$ cat src/rtl/spc_params.svh
// Constants for the serializer pin configuration block
`ifndef SPC_PARAMS_SVH
`define SPC_PARAMS_SVH
`define SPC_CLK_PERIOD_NS 8
`define SPC_MIRROR_LIMIT_US 350
`define SPC_MIRROR_LIMIT_CYC ((`SPC_MIRROR_LIMIT_US * 1000) / `SPC_CLK_PERIOD_NS)
`define SPC_MIRROR_DELAY_CYC 2
`define SPC_BITS_PER_PCLK_NARROW 6'h1E
`define SPC_BITS_PER_PCLK_WIDE 6'h28
`define SPC_LATENCY_SS_BITS 13'h1AE0
`define SPC_LATENCY_NOSS_BITS 13'h0BE0
`define SPC_LATCH_NARROW 5'h16
`define SPC_LATCH_WIDE 5'h1E
`define SPC_SHARED_GPIO_W 4
`define SPC_CORRECT_ON 2'h2
`define SPC_CORRECT_OFF 2'h0
`define SPC_STARTUP_CYC 4'h4
`endif

$ cat src/rtl/spc_pkg.sv
// Types for the serializer pin configuration block
package spc_pkg;
  typedef enum logic [1:0] {
    SPC_LVL_LOW,
    SPC_LVL_MID,
    SPC_LVL_HIGH
  } spc_level_e;
  typedef enum {
    SPC_ST_DOWN,
    SPC_ST_SETTLE,
    SPC_ST_RUN
  } spc_state_e;
endpackage : spc_pkg

$ cat src/rtl/spc_sync_if.sv
// Interface carrying one synchronised pin between modules
`timescale 1ns/100ps
interface spc_sync_if;
  logic level;
  modport src (output level);
  modport dst (input level);
endinterface : spc_sync_if

$ cat src/rtl/spc_pin_config.sv
// Strap and control pin decoder for the serializer
// Operation
// - Output mirrors remote deserializer general input
// - Output low after power-up and power-down
// - Power-down input low stops all activity; cfg0_level, cfg1_level and latency_limit_bits still track their pins
// - Enable pin selects control-channel or strap functions
// - Enable high: bus-width pin is open-drain port
// - Bus-width strap selects 22 or 30-bit latch
// - Enable high: mode pin picks base/bypass
// - Sync strap enables sync encoding on top pins
// - Pins fourteen/fifteen are data until encoding
// - Pins ten-thirteen are data until programmed
// - Config inputs decode low, high or mid
// - Thirty or forty bit times per pixel clock
// - Latency limit 6880 or 3040 bit times
// - Remote input reaches output within 350 us
// - Pixel clock latches data, references PLL; no pixel clock or PLL here, pins sampled on sys_clk
// - Double strap selects double or single input
// - Correction strap enables error detection/correction
// - Straps captured at startup as power-up values
`timescale 1ns/100ps
`include "spc_params.svh"
module spc_pin_config
  import spc_pkg::*;
#(
  parameter int MIRROR_LIMIT_CYC = `SPC_MIRROR_LIMIT_CYC,
  parameter int GPIO_W = `SPC_SHARED_GPIO_W
)(
  input wire logic sys_clk,
  input wire logic rstn,
  input wire logic clk_en,
  input wire logic power_down_n,
  input wire logic local_ctrl_chan_pin_en,
  input wire logic bus_width_strap_i,
  output logic bus_width_strap_o,
  output logic bus_width_strap_oe_n,
  input wire logic ctrl_mode_select,
  input wire logic double_input_strap,
  input wire logic error_correct_strap,
  input wire logic tri_level_cfg_0_hi,
  input wire logic tri_level_cfg_0_lo,
  input wire logic tri_level_cfg_1_hi,
  input wire logic tri_level_cfg_1_lo,
  input wire logic remote_general_input,
  input wire logic general_port_1_out,
  input wire logic [GPIO_W-1:0] shared_gpio_en,
  input wire logic [GPIO_W-1:0] shared_gpio_out,
  input wire logic spread_spectrum_en,
  output logic [GPIO_W-1:0] shared_data_port_oe_n,
  output logic remote_mirror_output,
  output logic powered_down,
  output logic ctrl_chan_active,
  output logic bypass_mode,
  output logic strap_bus_wide,
  output logic [4:0] input_latch_width,
  output logic double_input_mode,
  output logic [1:0] error_correct_mode,
  output logic sync_encode_en,
  output logic pins_14_15_are_sync,
  output logic [5:0] bit_times_per_pclk,
  output logic [12:0] latency_limit_bits,
  output spc_level_e cfg0_level,
  output spc_level_e cfg1_level,
  output logic config_valid
);
  // ************************************************************
  // Pin synchronisers
  // ************************************************************
  localparam int NSYNC = 11;
  logic [NSYNC-1:0] raw_pins;
  logic [NSYNC-1:0] syn;
  assign raw_pins = {power_down_n, local_ctrl_chan_pin_en, bus_width_strap_i, ctrl_mode_select,
                     double_input_strap, error_correct_strap, tri_level_cfg_0_hi, tri_level_cfg_0_lo,
                     tri_level_cfg_1_hi, tri_level_cfg_1_lo, remote_general_input};
  // Every asynchronous pin crosses two flops first
  for (genvar i = 0; i < NSYNC; i++) begin : g_sync
    spc_sync_if sif ();
    spc_sync u_sync (
      .sys_clk(sys_clk),
      .rstn(rstn),
      .clk_en(clk_en),
      .pin(raw_pins[i]),
      .out(sif.src)
    );
    assign syn[i] = sif.level;
  end
  wire pd_n_s = syn[10];
  wire lcc_s = syn[9];
  wire width_s = syn[8];
  wire mode_s = syn[7];
  wire double_s = syn[6];
  wire correct_s = syn[5];
  wire c0h_s = syn[4];
  wire c0l_s = syn[3];
  wire c1h_s = syn[2];
  wire c1l_s = syn[1];
  wire mirror_in_s = syn[0];

  // ************************************************************
  // Power state and startup capture
  // ************************************************************
  spc_state_e state_q;
  spc_state_e state_d;
  logic [3:0] settle_q;
  logic capture;
  logic lcc_q;
  logic width_q;
  logic double_q;
  logic correct_q;
  logic sync_enc_q;
  logic mirror_q;
  logic [$clog2(MIRROR_LIMIT_CYC+1)-1:0] mirror_cnt_q;

  // Down whenever the power-down pin is low; straps settle before capture
  always_comb begin
    state_d = state_q;
    case (state_q)
      SPC_ST_DOWN: if (pd_n_s) state_d = SPC_ST_SETTLE;
      SPC_ST_SETTLE: if (settle_q == `SPC_STARTUP_CYC) state_d = SPC_ST_RUN;
      SPC_ST_RUN: state_d = SPC_ST_RUN;
      default: state_d = SPC_ST_DOWN;
    endcase
    if (!pd_n_s) state_d = SPC_ST_DOWN;
  end
  assign capture = (state_q == SPC_ST_SETTLE) && (state_d == SPC_ST_RUN);

  always_ff @(posedge sys_clk or negedge rstn) begin
    if (!rstn) begin
      state_q <= SPC_ST_DOWN;
      settle_q <= 4'h0;
    end else if (clk_en) begin
      state_q <= state_d;
      settle_q <= (state_q == SPC_ST_SETTLE) ? settle_q + 4'h1 : 4'h0;
    end
  end

  // Straps latched once at startup and then held; a later pin change is ignored
  always_ff @(posedge sys_clk or negedge rstn) begin
    if (!rstn) begin
      lcc_q <= 1'b0;
      width_q <= 1'b0;
      double_q <= 1'b0;
      correct_q <= 1'b0;
      sync_enc_q <= 1'b0;
    end else if (clk_en && capture) begin
      lcc_q <= lcc_s;
      width_q <= lcc_s ? 1'b0 : width_s;
      double_q <= lcc_s ? 1'b0 : double_s;
      correct_q <= lcc_s ? 1'b0 : correct_s;
      sync_enc_q <= lcc_s ? 1'b0 : mode_s;
    end
  end

  // ************************************************************
  // General output mirror
  // ************************************************************
  // Small debounce delay keeps the mirror well inside the remote bound;
  // cleared on the same edge that leaves RUN so no high level leaks into power-down
  always_ff @(posedge sys_clk or negedge rstn) begin
    if (!rstn) begin
      mirror_q <= 1'b0;
      mirror_cnt_q <= '0;
    end else if (clk_en) begin
      if (state_d != SPC_ST_RUN) begin
        mirror_q <= 1'b0;
        mirror_cnt_q <= '0;
      end else if (mirror_in_s == mirror_q) begin
        mirror_cnt_q <= '0;
      end else if (mirror_cnt_q == `SPC_MIRROR_DELAY_CYC) begin
        mirror_q <= mirror_in_s;
        mirror_cnt_q <= '0;
      end else begin
        mirror_cnt_q <= mirror_cnt_q + 1'b1;
      end
    end
  end
  assign remote_mirror_output = mirror_q;

  // ************************************************************
  // Decoded settings and pin functions
  // ************************************************************
  wire run = (state_q == SPC_ST_RUN);
  assign powered_down = !run;
  assign config_valid = run;
  assign ctrl_chan_active = run && lcc_q;
  assign bypass_mode = run && lcc_q && mode_s;
  assign strap_bus_wide = width_q;
  assign input_latch_width = width_q ? `SPC_LATCH_WIDE : `SPC_LATCH_NARROW;
  assign bit_times_per_pclk = width_q ? `SPC_BITS_PER_PCLK_WIDE : `SPC_BITS_PER_PCLK_NARROW;
  assign latency_limit_bits = spread_spectrum_en ? `SPC_LATENCY_SS_BITS : `SPC_LATENCY_NOSS_BITS;
  assign double_input_mode = double_q;
  assign error_correct_mode = correct_q ? `SPC_CORRECT_ON : `SPC_CORRECT_OFF;
  assign sync_encode_en = sync_enc_q;
  assign pins_14_15_are_sync = run && sync_enc_q;
  // Open-drain drive only in control-channel mode, low only
  assign bus_width_strap_o = 1'b0;
  assign bus_width_strap_oe_n = !(ctrl_chan_active && !general_port_1_out);
  assign shared_data_port_oe_n = ~({GPIO_W{ctrl_chan_active}} & shared_gpio_en & ~shared_gpio_out);
  // Mid level when neither threshold comparator fires
  assign cfg0_level = c0h_s ? SPC_LVL_HIGH : (c0l_s ? SPC_LVL_LOW : SPC_LVL_MID);
  assign cfg1_level = c1h_s ? SPC_LVL_HIGH : (c1l_s ? SPC_LVL_LOW : SPC_LVL_MID);

  // ************************************************************
  // Checks
  // ************************************************************
  property p_mirror_low_down;
    @(posedge sys_clk) disable iff (!rstn) !run |-> !remote_mirror_output;
  endproperty
  a_mirror_low_down: assert property (p_mirror_low_down) else $error("output high while down");
  // Window opens with an idle counter, so the third differing sample must be taken over
  property p_mirror;
    @(posedge sys_clk) disable iff (!rstn)
      ((state_d == SPC_ST_RUN) && clk_en && mirror_in_s != mirror_q && mirror_cnt_q == '0) ##1
      ((state_d == SPC_ST_RUN) && clk_en && mirror_in_s != mirror_q) [*2] |=>
      remote_mirror_output == $past(mirror_in_s);
  endproperty
  a_mirror: assert property (p_mirror) else $error("mirror late");
  property p_down_follows_pin;
    @(posedge sys_clk) disable iff (!rstn) (clk_en && !pd_n_s) |=> powered_down;
  endproperty
  a_down_follows_pin: assert property (p_down_follows_pin) else $error("no power-down");
  property p_hold_straps;
    @(posedge sys_clk) disable iff (!rstn) (run && $past(run)) |->
      $stable(width_q) && $stable(sync_enc_q) && $stable(double_q) && $stable(correct_q);
  endproperty
  a_hold_straps: assert property (p_hold_straps) else $error("strap changed");
  property p_bit_times;
    @(posedge sys_clk) disable iff (!rstn)
      (input_latch_width == `SPC_LATCH_WIDE) == (bit_times_per_pclk == `SPC_BITS_PER_PCLK_WIDE);
  endproperty
  a_bit_times: assert property (p_bit_times) else $error("bad bit times");
  property p_od_only_ctrl;
    @(posedge sys_clk) disable iff (!rstn) !bus_width_strap_oe_n |-> ctrl_chan_active;
  endproperty
  a_od_only_ctrl: assert property (p_od_only_ctrl) else $error("drive in strap mode");
  property p_gpio_default;
    @(posedge sys_clk) disable iff (!rstn) (shared_gpio_en == '0) |-> (&shared_data_port_oe_n);
  endproperty
  a_gpio_default: assert property (p_gpio_default) else $error("data pin driven");
  property p_sync_pins;
    @(posedge sys_clk) disable iff (!rstn) pins_14_15_are_sync |-> (!lcc_q && run);
  endproperty
  a_sync_pins: assert property (p_sync_pins) else $error("sync in ctrl mode");
endmodule : spc_pin_config

$ cat src/rtl/spc_sync.sv
// Two-flop synchroniser for one asynchronous pin
`timescale 1ns/100ps
module spc_sync
  import spc_pkg::*;
(
  input wire logic sys_clk,
  input wire logic rstn,
  input wire logic clk_en,
  input wire logic pin,
  spc_sync_if.src out
);
  logic meta_q;
  logic stable_q;

  // Only stable_q reads the first stage
  always_ff @(posedge sys_clk or negedge rstn) begin
    if (!rstn) begin
      meta_q <= 1'b0;
      stable_q <= 1'b0;
    end else if (clk_en) begin
      meta_q <= pin;
      stable_q <= meta_q;
    end
  end

  assign out.level = stable_q;
endmodule : spc_sync

$ cat config.mk
export PLATFORM = sky130hd
export DESIGN_NAME = spc_pin_config
export DESIGN_NICKNAME = d
export VERILOG_FILES = /design/src/rtl/spc_pkg.sv /design/src/rtl/spc_sync_if.sv /design/src/rtl/spc_pin_config.sv /design/src/rtl/spc_sync.sv
export VERILOG_INCLUDE_DIRS = /design/src /design/src/rtl
export SDC_FILE = /design/constraint.sdc
export NUM_CORES = 1
export LEC_CHECK = 0
export BUFFER_PORTS_ARGS = -buffer_cell sky130_fd_sc_hd__buf_4
export CAP_MARGIN = 5
export CORE_MARGIN = 10
export CORE_UTILIZATION = 30
export DETAILED_ROUTE_END_ITERATION = 8
export PLACE_DENSITY = 0.58
export SLEW_MARGIN = 10
export SYNTH_ARGS = -nofsm -noshare
export SYNTH_HDL_FRONTEND = slang
export SYNTH_HIERARCHICAL = 1
export SYNTH_SLANG_ARGS = --single-unit
$ cat constraint.sdc
create_clock -name sys_clk -period 2.24 [get_ports sys_clk]
set_clock_uncertainty 0.2 [all_clocks]
set_input_delay 0.112 -clock sys_clk [delete_from_list [all_inputs] [get_ports sys_clk]]
set_output_delay 0.112 -clock sys_clk [all_outputs]
set_load 0.02 [all_outputs]
==> results.txt, run 1 <==
The horizontal die dimension came out at 131 um. No sink is reached through more buffers than the 2 on the longest clock path. The die footprint came out at between 15000 and 20000 um2. The met2 track demand over resource came out at around 15%.

Leaving out fill and tap cells, the most frequent cell in the layout is sky130_fd_sc_hd__dfrtp_1. The via count of the first global-routing pass came out at roughly 2800. The kind of critical path is flip-flop to primary output. The post-route total power came out at around 0.0034 W. Setup repair after global routing could not meet its margin everywhere. Global routing finished with a remaining overflow of 0.

The initial antenna violation count was 0. The post-detailed-route DRC marker count came out at 0. Walking the worst path, the cells encountered are nor4_4, nand4_1, buf_4, nor4b_4, buf_4, and3_4, buf_6. The largest fanout on the critical path is 4. The layer carrying the most global-route usage is met2. The final wirelength came out at 8.21 mm. The path class of the tightest hold or removal check is primary input to flip-flop. On the final layout, the worst hold slack is -0.000284 ns. The net count reported at finish came out at between 400 and 500. The slew at the pin closest to its max-slew limit is about 0.54 ns. The utilization after layout is between 40% and 50%.

Compared with the post-synthesis result, the final layout area differs by 33.0%. CTS placed an instance of sky130_fd_sc_hd__clkbuf_16 at the clock tree root. The number of pins exceeding their max-slew limit in the final report came out at 0. The number of warnings issued by yosys came out at 6. The post-synthesis register bit count came out at 80. The checks that failed: negative hold slack, negative setup slack. The slowest stage of the critical path is the sky130_fd_sc_hd__dfrtp_1 cell. By area the synthesized netlist is led by sky130_fd_sc_hd__dfrtp_1, sky130_fd_sc_hd__mux2_2, sky130_fd_sc_hd__nor2b_1. The max-capacitance violation count is 0. The wire length of the first global-routing pass is ~14 mm.

The post-detailed-placement half-perimeter wirelength is between 5 and 6 mm. The routed design could run at a clock period as short as around 2.5 ns. The starting density of the core came out at between 30% and 40%. The final antenna-violating net count came out at 0. Cells with a size suffix above 1 make up between 30 and 40% of the layout. Of the available clock period, the critical path in the final layout requires 110%. The startpoint class of the critical path is a flip-flop.

The top cell type by area accounts for a little over half of the synthesized area. The total global-route track usage is 9.20%. The met3 routing resource usage after global routing came out at just over 3%.

The detail-routed net length per standard cell came out at approximately 14 um. The number of top-level design ports came out at 69. The run finished, with violations left. The critical path endpoint category is a primary output. The insertion delay to the later sink of the worst-skew pair came out at about 0.33 ns. The clock sink count came out at 80.

The relative slew slack is 63.9%. The clock slew seen by the registers of the worst setup and hold paths is 0.06 ns. The largest single stage delay on the critical path is ~0.4 ns. The H-tree was split into 3 levels. The region available for standard cell placement spans 12100 um2. The mean cell area of the mapped netlist came out at 11.0 um2. The number of distinct standard cells referenced by the synthesized netlist is 39.

The floorplan has 40 rows. Entering global routing, the biggest net connects 42 pins. By instance count, the cell type seen most on the critical path is sky130_fd_sc_hd__buf_4. TritonCTS built the clock tree.

The DRC violation total after the first TritonRoute iteration is between 150 and 200. The vias per cell is roughly 4.6. The gate count of the mapped netlist came out at between 300 and 400. The share of the Yosys chip area taken by registers is between 50 and 60%.

The post-synth design cell area came out at 3710 um2. The vertical extent of the die is between 100 and 150 um. Summed over all cells, the static leakage comes to ~2.2 nW.

The overall via count from detail_route came out at between 2000 and 3000. The count of endpoints failing setup in the final report is 14. The count of antenna diodes in the layout came out at 0. The final setup slack of the worst path came out at -0.213 ns. The final count of hold timing violations came out at 1. The data arrival time of the critical path is 2.14 ns. The number of buffers inserted during clock tree synthesis is 9. The data required time of the critical path came out at between 1.5 and 2 ns. In this run the power density over the cells is between 600 and 700 nW/um2.

The number of port buffers came out at just under 50. The number of iterations in the first detailed-routing pass is 4. The global routing usage on met1 came out at a little under an eighth. The highest clock rate came out at 0.408 GHz. The worst ir drop on vdd came out at roughly 0.44 mV.

The largest total area in the synthesized netlist belongs to sky130_fd_sc_hd__dfrtp_1. In the layout the commonest cells are sky130_fd_sc_hd__dfrtp_1, sky130_fd_sc_hd__buf_4, sky130_fd_sc_hd__nor2b_1. The congestion estimate from routability-driven global placement came to 0.830.
-- power breakdown --
part / internal, W / total, W / switching [W]
clock: 0.000907 / 0.00151 / 0.000602
combinational: 0.000170 / 0.000364 / 0.000194
sequential: 0.00151 / 0.00156 / 0.0000468
-- area by class of cell --
cell class                 instances  area [um2]
inverter                          21        78.8
multi-input combinational        215        1560
fill                            1117        7120
tap                              168         210
sequential                        80        2000
timing repair buffer              87         778
clock buffer                      10         239
clock inverter                     6        72.6
-- registers in the layout, summed over array words and instances, names as in the netlist --
| signal | count |
|---|---|
| state_q | 32 |
| mirror_cnt_q | 16 |
| g_sync.u_sync/meta_q | 11 |
| g_sync.u_sync/out.level | 11 |
| settle_q | 4 |
| correct_q | 1 |
| double_input_mode | 1 |
| lcc_q | 1 |
| remote_mirror_output | 1 |
| strap_bus_wide | 1 |
| sync_encode_en | 1 |
-- cell families after synthesis --
group	count (synthesis)	synth area share, %
multiplexers	29	8.72
AO/OA/AOI/OAI	43	7.44
other	2	0.202
buffers and inverters	60	8.93
flip-flops	80	53.9
adder cells (fa/ha/maj)	4	1.35
XOR/XNOR	2	0.472
AND/OR/NAND/NOR	118	19.0
-- worst max-delay path, delay by kind of cell, from the launching register on --
kind                   cells  cell delay [ns]
flip-flops                 1             0.41
AND/OR/NAND/NOR            4             0.93
buffers and inverters      3             0.48
-- layer usage --
layer	wire length, um	vias up
li1	-	1292
met2	3790	68
met1	3850	1344
met3	498	8
met4	64	0
met5	0	-
-- what timing repair did --
| action | CTS | global route |
|---|---|---|
| resized for setup | 21 | 31 |
| setup buffers | 8 | 3 |
| endpoints found under the hold margin | 50 | 0 |
| endpoints found under the setup margin | 17 | 32 |
| hold buffers | 12 | 0 |
| gates cloned | 0 | 1 |
| pin swaps | 11 | 10 |
-- Yosys cell counts, drive strengths merged --
master,number
nor2b,36
mux2i,2
and3,5
ha,4
a41oi,3
clkbuf,10
nor4,15
nand3b,4
dfrtp,80
and2,4
o22ai,1
nor3b,1
nor3,5
buf,29
a32oi,1
o211ai,11
nor4b,3
nand4,9
o31ai,1
a21oi,1
nand3,8
conb,2
mux2,27
inv,21
o21a,1
nand2,5
or2,1
and2b,1
o21ai,18
nor2,16
xor2,2
o2bb2ai,2
nand2b,5
a31oi,4
-- final timing paths --
check,start,end,slack (ns),cells past startpoint
worst min register to register,state_q[7],state_q[7],0.30,1
worst min-delay path,clk_en,mirror_cnt_q[12],-0.0003,2
max in group asynchronous,rstn,state_q[6],1.14,3
worst max register to register,state_q[10],lcc_q,-0.05,6
worst max-delay path,state_q[30],bypass_mode,-0.21,7
min in group asynchronous,rstn,g_sync[8].u_sync/out.level,0.10,2
-- per-stage QoR --
stage          setup slack [ns]  setup TNS (ns)  cells  cell area (um2)  hold slack [ns]
2_1_floorplan           -0.0950          -0.562    355             3800           -0.384
3_3_place_gp             -0.144           -1.00    549             4250          -0.0670
3_5_place_dp             -0.164           -1.17    549             4250          -0.0595
4_1_cts                  -0.243           -2.41    583             4810           0.0138
5_1_grt                  -0.352           -5.12    587             4940           0.0379
6_report                 -0.213           -1.93    587             4940        -0.000284
No activity file was read; power rests on OpenSTA's default activity.
==> run 2, diff against run 1 <==
--- a/config.mk
+++ b/config.mk
@@ -11,7 +11,7 @@
 export CORE_MARGIN = 10
 export CORE_UTILIZATION = 30
 export DETAILED_ROUTE_END_ITERATION = 8
-export PLACE_DENSITY = 0.58
+export PLACE_DENSITY = 0.56
 export SLEW_MARGIN = 10
 export SYNTH_ARGS = -nofsm -noshare
 export SYNTH_HDL_FRONTEND = slang
==> constraint.sdc (replaced) <==
create_clock -name sys_clk -period 2.8 [get_ports sys_clk]
set_clock_uncertainty 0.2 [all_clocks]
set_input_delay 0.14 -clock sys_clk [delete_from_list [all_inputs] [get_ports sys_clk]]
set_output_delay 0.14 -clock sys_clk [all_outputs]
set_load 0.02 [all_outputs]
==> results.txt, run 2 (synthesized netlist as in run 1, its figures left out) <==
The insertion delay to the later sink of the worst-skew pair is 0.33 ns (about the same). The data required time of the critical path is 2.46 ns (+0.53 ns). The critical path goes through nor4_1, nand4_1, nor4b_2, and2_2, nand3b_1, buf_4.

The leakage component of the power came to 2.08 nW (-7.6%). The horizontal die dimension was 131 um (unchanged). The worst ir drop on vdd came to 0.307 mV (-30%). The core region area is 12100 um2 (unchanged). The buffer cell driving the clock tree root is sky130_fd_sc_hd__clkbuf_16. The vias per cell came out at 4.55 (-1.5%). The global routing usage on met1 is 12.1% (+0.57 points). The tightest min-delay check is of the primary input to primary output type. The vertical extent of the die was 131 um (unchanged).

The power per cell area is 577 nW/um2 (-17%). The met2 track demand over resource came out at 13.4% (-1.3 points). The largest fanout on the critical path is 6 (+2). The post-detailed-route DRC marker count was 0 (unchanged). The starting density of the core came out at 30.8% (unchanged). The clock sink count came out at 80 (unchanged).

The slew at the pin closest to its max-slew limit is 1.00 ns (+0.458 ns). The count of endpoints failing setup in the final report is 0 (-14). The total congestion overflow after global routing came out at 0 (unchanged). The max-capacitance violation count is 0 (unchanged). The data arrival time of the critical path is 2.23 ns (+0.09 ns).

The DRC violation total after the first TritonRoute iteration came out at 228 (+29%). The count of buffering cells on the critical path with inverters included came out at 1 (-2). The proportion of layout cells with a drive suffix above 1 is 24.3% (-8.9 points). The final setup TNS came out at 0 ns (+1.93 ns). The highest cell delay on the worst timing path came out at 0.39 ns (-0.02 ns). The flow ran to the end, and the final reports show no timing, DRC or antenna violations. The utilization after layout is 38.0% (-3.0 points). The final count of hold timing violations came out at 0 (-1). Among cell families on the critical path, the largest total delay comes from simple AND/OR/NAND/NOR gates.

The net count reported at finish was 424 (-4.1%). The global routing stage identified its most utilized layer as met2. Setup repair after global routing left no endpoint under its margin.

STA classifies the critical path startpoint as a flip-flop. The placer's final routability congestion estimate came out at 0.791 (-4.7%). The largest net degree at the start of global routing is 81 (+93%).

The minimum clock period came out at 2.57 ns. The signed area change from the synthesized netlist to the final layout is 23.4%. The count of antenna diodes in the layout came out at 0 (unchanged).

The post-detailed-placement half-perimeter wirelength came out at 5.24 mm (-5.3%). The final wirelength is 7.65 mm (-6.8%). The TritonCTS clock tree is built. In the final layout, the registers with the most flip-flops are state_q x32, mirror_cnt_q x16. The number of pins exceeding their max-slew limit in the final report came out at 0 (unchanged). After layout, the worst path uses about nine tenths of the clock period. The number of flip-flops under the largest register name came to 32 (unchanged). The buffer depth of the longest clock path was 2 (unchanged). The worst setup path is captured at a primary output. The total global-route track usage is 9.12% (-0.080 points). The final antenna-violating net count is 0 (unchanged). The site row count is 40 (unchanged). The detail-routed net length per standard cell came to 13.5 um (-3.7%). The clock slew seen by the registers of the worst setup and hold paths came out at 0.06 ns (about the same). The number of iterations in the first detailed-routing pass came to 4 (unchanged). The largest register by flop count is state_q.

The wire length of the first global-routing pass was 13.5 mm (-0.81%). The library cells used most frequently in the layout, excluding fill and tap cells, are sky130_fd_sc_hd__dfrtp_1, sky130_fd_sc_hd__buf_4, sky130_fd_sc_hd__nor2b_1. The die footprint is 17200 um2 (unchanged). The count of filler cells inserted in the layout came out at 1132 (+1.3%). The overall via count from detail_route is 2585 (-4.7%). Leaving out fill and tap cells, the most frequent cell in the layout is sky130_fd_sc_hd__dfrtp_1. The number of buffers inserted during clock tree synthesis is 9 (unchanged). On the critical path, the stage with the largest delay is an instance of sky130_fd_sc_hd__nor4_1. The maximum level of the CTS H-tree came out at 3 (unchanged). The via count of the first global-routing pass is 2728 (-2.4%).

The highest clock rate came out at a little under 0.4 GHz. The initial antenna violation count is 0 (unchanged). The relative slew slack is 33.3% (-31 points). The met3 routing resource usage after global routing came out at 3.28% (+0.19 points). The number of top-level design ports is 69 (unchanged).

The number of port buffers is 49 (unchanged). The kind of critical path is flip-flop to primary output.
==> run 2: cell types whose count changed in the layout (fill, tap and decap cells not counted), sizes merged <==
cell	before	now
buf	74	56
inv	24	21
clkbuf	11	12
dlygate4sd3	12	13
==> run 2: routing by layer <==
layer,up-vias,share of wire [%]
met2,72,44
met3,7,6.0
met5,-,0
met1,1253,49
li1,1253,-
met4,0,1.1
==> run 2: path summary, 6_finish.rpt <==
check / startpoint / end / slack [ns] / cells after the start
max: state_q[19] / shared_data_port_oe_n[0] / 0.23 / 6
min: spread_spectrum_en / latency_limit_bits[12] / 0.29 / 2
max reg2reg: state_q[19] / sync_encode_en / 0.26 / 6
min reg2reg: state_q[25] / state_q[25] / 0.30 / 1
max in group asynchronous: rstn / mirror_cnt_q[5] / 1.41 / 2
min in group asynchronous: rstn / g_sync[8].u_sync/meta_q / 0.32 / 2
==> run 2: area by class of cell <==
type / count / area, um2 / share of cell area, %
Timing Repair Buffer: 69 / 551 / 12.0
Tap cell: 168 / 210 / 4.59
Sequential cell: 80 / 2000 / 43.7
Clock buffer: 12 / 246 / 5.38
Multi-Input combinational cell: 215 / 1450 / 31.7
Clock inverter: 3 / 42.5 / 0.928
Inverter: 21 / 78.8 / 1.72
==> run 2: metrics by stage <==
stage	instances	power [W]	hold WS, ns	area, um2	setup WS (ns)
after floorplan	355	0.00144	-0.356	3780	0.146
after global placement	537	0.00151	0.171	4130	0.426
after detailed placement	537	0.00152	0.176	4130	0.340
after CTS	566	0.00269	0.290	4560	0.0569
after global routing	568	0.00277	0.307	4580	0.0577
final	568	0.00265	0.289	4580	0.227
==> run 2: repair_timing <==
action,CTS,global route
gates cloned,0,0
setup endpoints to repair,5,8
gates resized for setup,0,3
endpoints found under the hold margin,92,0
pin swaps,1,1
hold buffers,13,0
buffers inserted,1,2
==> run 2: where the power goes <==
part / leakage (nW) / total, W / internal, W / switching, W
combinational: 0.878 / 0.000265 / 0.000119 / 0.000146
clock: 0.139 / 0.00114 / 0.000708 / 0.000427
sequential: 1.06 / 0.00124 / 0.00121 / 0.0000360
==> run 3, diff against run 2 <==
--- a/config.mk
+++ b/config.mk
@@ -10,8 +10,10 @@
 export CAP_MARGIN = 5
 export CORE_MARGIN = 10
 export CORE_UTILIZATION = 30
+export CTS_BUF_LIST = sky130_fd_sc_hd__clkbuf_2 sky130_fd_sc_hd__clkbuf_4 sky130_fd_sc_hd__clkbuf_8
 export DETAILED_ROUTE_END_ITERATION = 8
 export PLACE_DENSITY = 0.56
+export REMOVE_ABC_BUFFERS = 1
 export SLEW_MARGIN = 10
 export SYNTH_ARGS = -nofsm -noshare
 export SYNTH_HDL_FRONTEND = slang
==> results.txt, run 3 (synthesized netlist as in run 1, its figures left out) <==
The count of placed standard cells in the final layout, fillers left out is 568 (unchanged). Traced cell by cell, the critical path runs through nor4_1, nand4_1, nor4b_2, and2_1, nand3b_1, buf_4. The total global-route track usage came out at 9.17% (+0.054 points). The data arrival time of the critical path came out at 2.30 ns (+0.07 ns). The highest clock rate came to 0.378 GHz (-2.7%).

The instance area after placement is 4130 um2 (-0.18%). The minimum clock period came out at 2.64 ns (+0.0709 ns). The final setup TNS is 0 ns (unchanged). The critical path endpoint category is a primary output. The horizontal die dimension was 131 um (unchanged). The core region area came out at 12100 um2 (unchanged). The number of top-level design ports is 69 (unchanged).

The maximum level of the CTS H-tree was 3 (unchanged). The leakage component of the power is 2.02 nW (-2.8%). The insertion delay to the later sink of the worst-skew pair is 0.35 ns (+0.02 ns). By startpoint and endpoint, the worst setup path is classified as flip-flop to primary output. Counting flops per register, the top entry is state_q. The count of endpoints failing setup in the final report came out at 0 (unchanged). The total congestion overflow after global routing is 0 (unchanged).

The final count of hold timing violations is 0 (unchanged). The post-detailed-route DRC marker count came out at 0 (unchanged). The worst slack at placement came out at 0.367 ns (+0.0270 ns). The post-detailed-placement half-perimeter wirelength is 5.21 mm (-0.55%). The final wirelength is 7.70 mm (+0.71%). The wire length of the first global-routing pass is 13.5 mm (-0.36%). The proportion of layout cells with a drive suffix above 1 is 24.5% (+0.25 points). The die footprint came to 17200 um2 (unchanged).

The startpoint class of the critical path is a flip-flop. The final antenna-violating net count is 0 (unchanged). The slew at the pin closest to its max-slew limit is 1.03 ns (+0.0262 ns). The final standard cell area without fillers came to 4470 um2 (-2.5%). The final setup slack of the worst path was 0.156 ns (-0.0709 ns).

The detail-routed net length per standard cell came to 13.6 um (+0.71%). The highest cell delay on the worst timing path is 0.38 ns (about the same). The post-route worst hold slack is 0.292 ns (+0.00203 ns).

The largest net degree at the start of global routing came out at 81 (unchanged). The top cell types in the final layout, fill and taps aside, are sky130_fd_sc_hd__dfrtp_1, sky130_fd_sc_hd__buf_4, sky130_fd_sc_hd__nor2b_1. The vertical extent of the die is 131 um (unchanged). The data required time of the critical path is 2.46 ns (about the same).

The worst ir drop on vdd is 0.437 mV (+42%). TritonCTS built the clock tree. The number of port buffers came out at 49 (unchanged).

The starting density of the core came out at 30.8% (unchanged). The clock sink count is 80 (unchanged). The class of the most critical hold timing path is primary input to primary output. In this run the clock root is driven by a sky130_fd_sc_hd__clkbuf_8. The number of iterations in the first detailed-routing pass came out at 4 (unchanged).

The count of antenna diodes in the layout was 0 (unchanged). The power per cell area was 515 nW/um2 (-11%). The worst hold path depth is 2 (unchanged). The buffer depth of the longest clock path came to 2 (unchanged).

The count of filler cells inserted in the layout is 1217 (+7.5%). The depth of the worst register-to-register path is 6 (unchanged). The count of buffering cells on the critical path with inverters included is 1 (unchanged).

The cell family contributing the most delay on the critical path is simple AND/OR/NAND/NOR gates. The placed cell count is 536 (-0.19%). The flow ran to the end, and the final reports show no timing, DRC or antenna violations.

The site row count came to 40 (unchanged). The DRC violation total after the first TritonRoute iteration came to 185 (-19%). The path length in cells of the critical path came out at 6 (unchanged). The max-capacitance violation count is 0 (unchanged). In the final layout, the registers with the most flip-flops are state_q x32, mirror_cnt_q x16. The vias per cell was 4.50 (-1.0%).

The signed area change from the synthesized netlist to the final layout is 20.3%. The largest fanout on the critical path is 6 (unchanged). The slowest stage of the critical path is the sky130_fd_sc_hd__dfrtp_1 cell. The number of pins exceeding their max-slew limit in the final report is 0 (unchanged).

The most frequent standard cell in the layout excluding fill and tap cells is sky130_fd_sc_hd__dfrtp_1. The placer's final routability congestion estimate is 0.791 (about the same). The final clock period utilization by the worst path came out at 94.4% (+2.5 points).

The number of flip-flops under the largest register name came out at 32 (unchanged). The initial antenna violation count was 0 (unchanged). The relative slew slack is 31.6% (-1.7 points). The number of buffers inserted during clock tree synthesis is 9 (unchanged). The via count of the first global-routing pass was 2769 (+1.5%). The net count reported at finish came to 423 (-0.24%). The clock slew seen by the registers of the worst setup and hold paths is 0.08 ns (+0.02 ns). The overall via count from detail_route is 2558 (-1.0%).
## run 3: cell count changes in the layout (fill, tap and decap cells not counted), sizes merged
cell      change
bufinv        -1
buf           -1
clkbuf        -1
clkinvlp      +2
inv           +1
## run 3: report_power, final
| group | internal (W) | total [W] | switching (W) |
|---|---|---|---|
| sequential | 0.00121 | 0.00124 | 0.0000378 |
| clock | 0.000361 | 0.000794 | 0.000434 |
| combinational | 0.000118 | 0.000264 | 0.000146 |
## run 3: final timing paths
check | from | slack [ns] | endpoint
min in group asynchronous | rstn | 0.31 | mirror_cnt_q[5]
max in group asynchronous | rstn | 1.43 | g_sync[7].u_sync/out.level
hold reg to reg | state_q[19] | 0.30 | state_q[19]
setup / recovery | state_q[19] | 0.16 | shared_data_port_oe_n[0]
hold / removal | spread_spectrum_en | 0.29 | latency_limit_bits[12]
setup reg to reg | state_q[19] | 0.33 | lcc_q
## run 3: metrics by stage
step / power, W / utilization, %
finish: 0.00230 / 37.1
global route: 0.00243 / 37.1
CTS: 0.00234 / 36.9
detailed placement: 0.00152 / 34.2
global placement: 0.00151 / 34.2
floorplan: 0.00139 / -
## run 3: metal layers
metal	part of all wire, %	vias to the layer above	wire (um)	global-route usage [%]
li1	-	1242	-	-
met4	0.55	0	42	2.90
met3	6.3	6	489	3.66
met2	47	68	3620	14.7
met5	0	-	0	0
met1	46	1242	3540	11.0
## run 3: timing repair
| action | CTS | global route |
|---|---|---|
| setup buffers | 1 | 2 |
| resized for setup | 1 | 1 |
| setup endpoints to repair | 5 | 7 |
| pin swaps | 1 | 1 |
| hold buffers | 13 | 0 |
| endpoints found under the hold margin | 98 | 0 |
| cloned | 0 | 0 |
## run 3: cell type report
type	instances	area, um2	area share, %
repair buffers	68	543	12.1
clock inverters	5	40.0	0.896
well taps	168	210	4.70
flip-flops and latches	80	2000	44.8
clock buffers	11	145	3.25
multi-input cells	215	1450	32.5
inverters	21	78.8	1.76
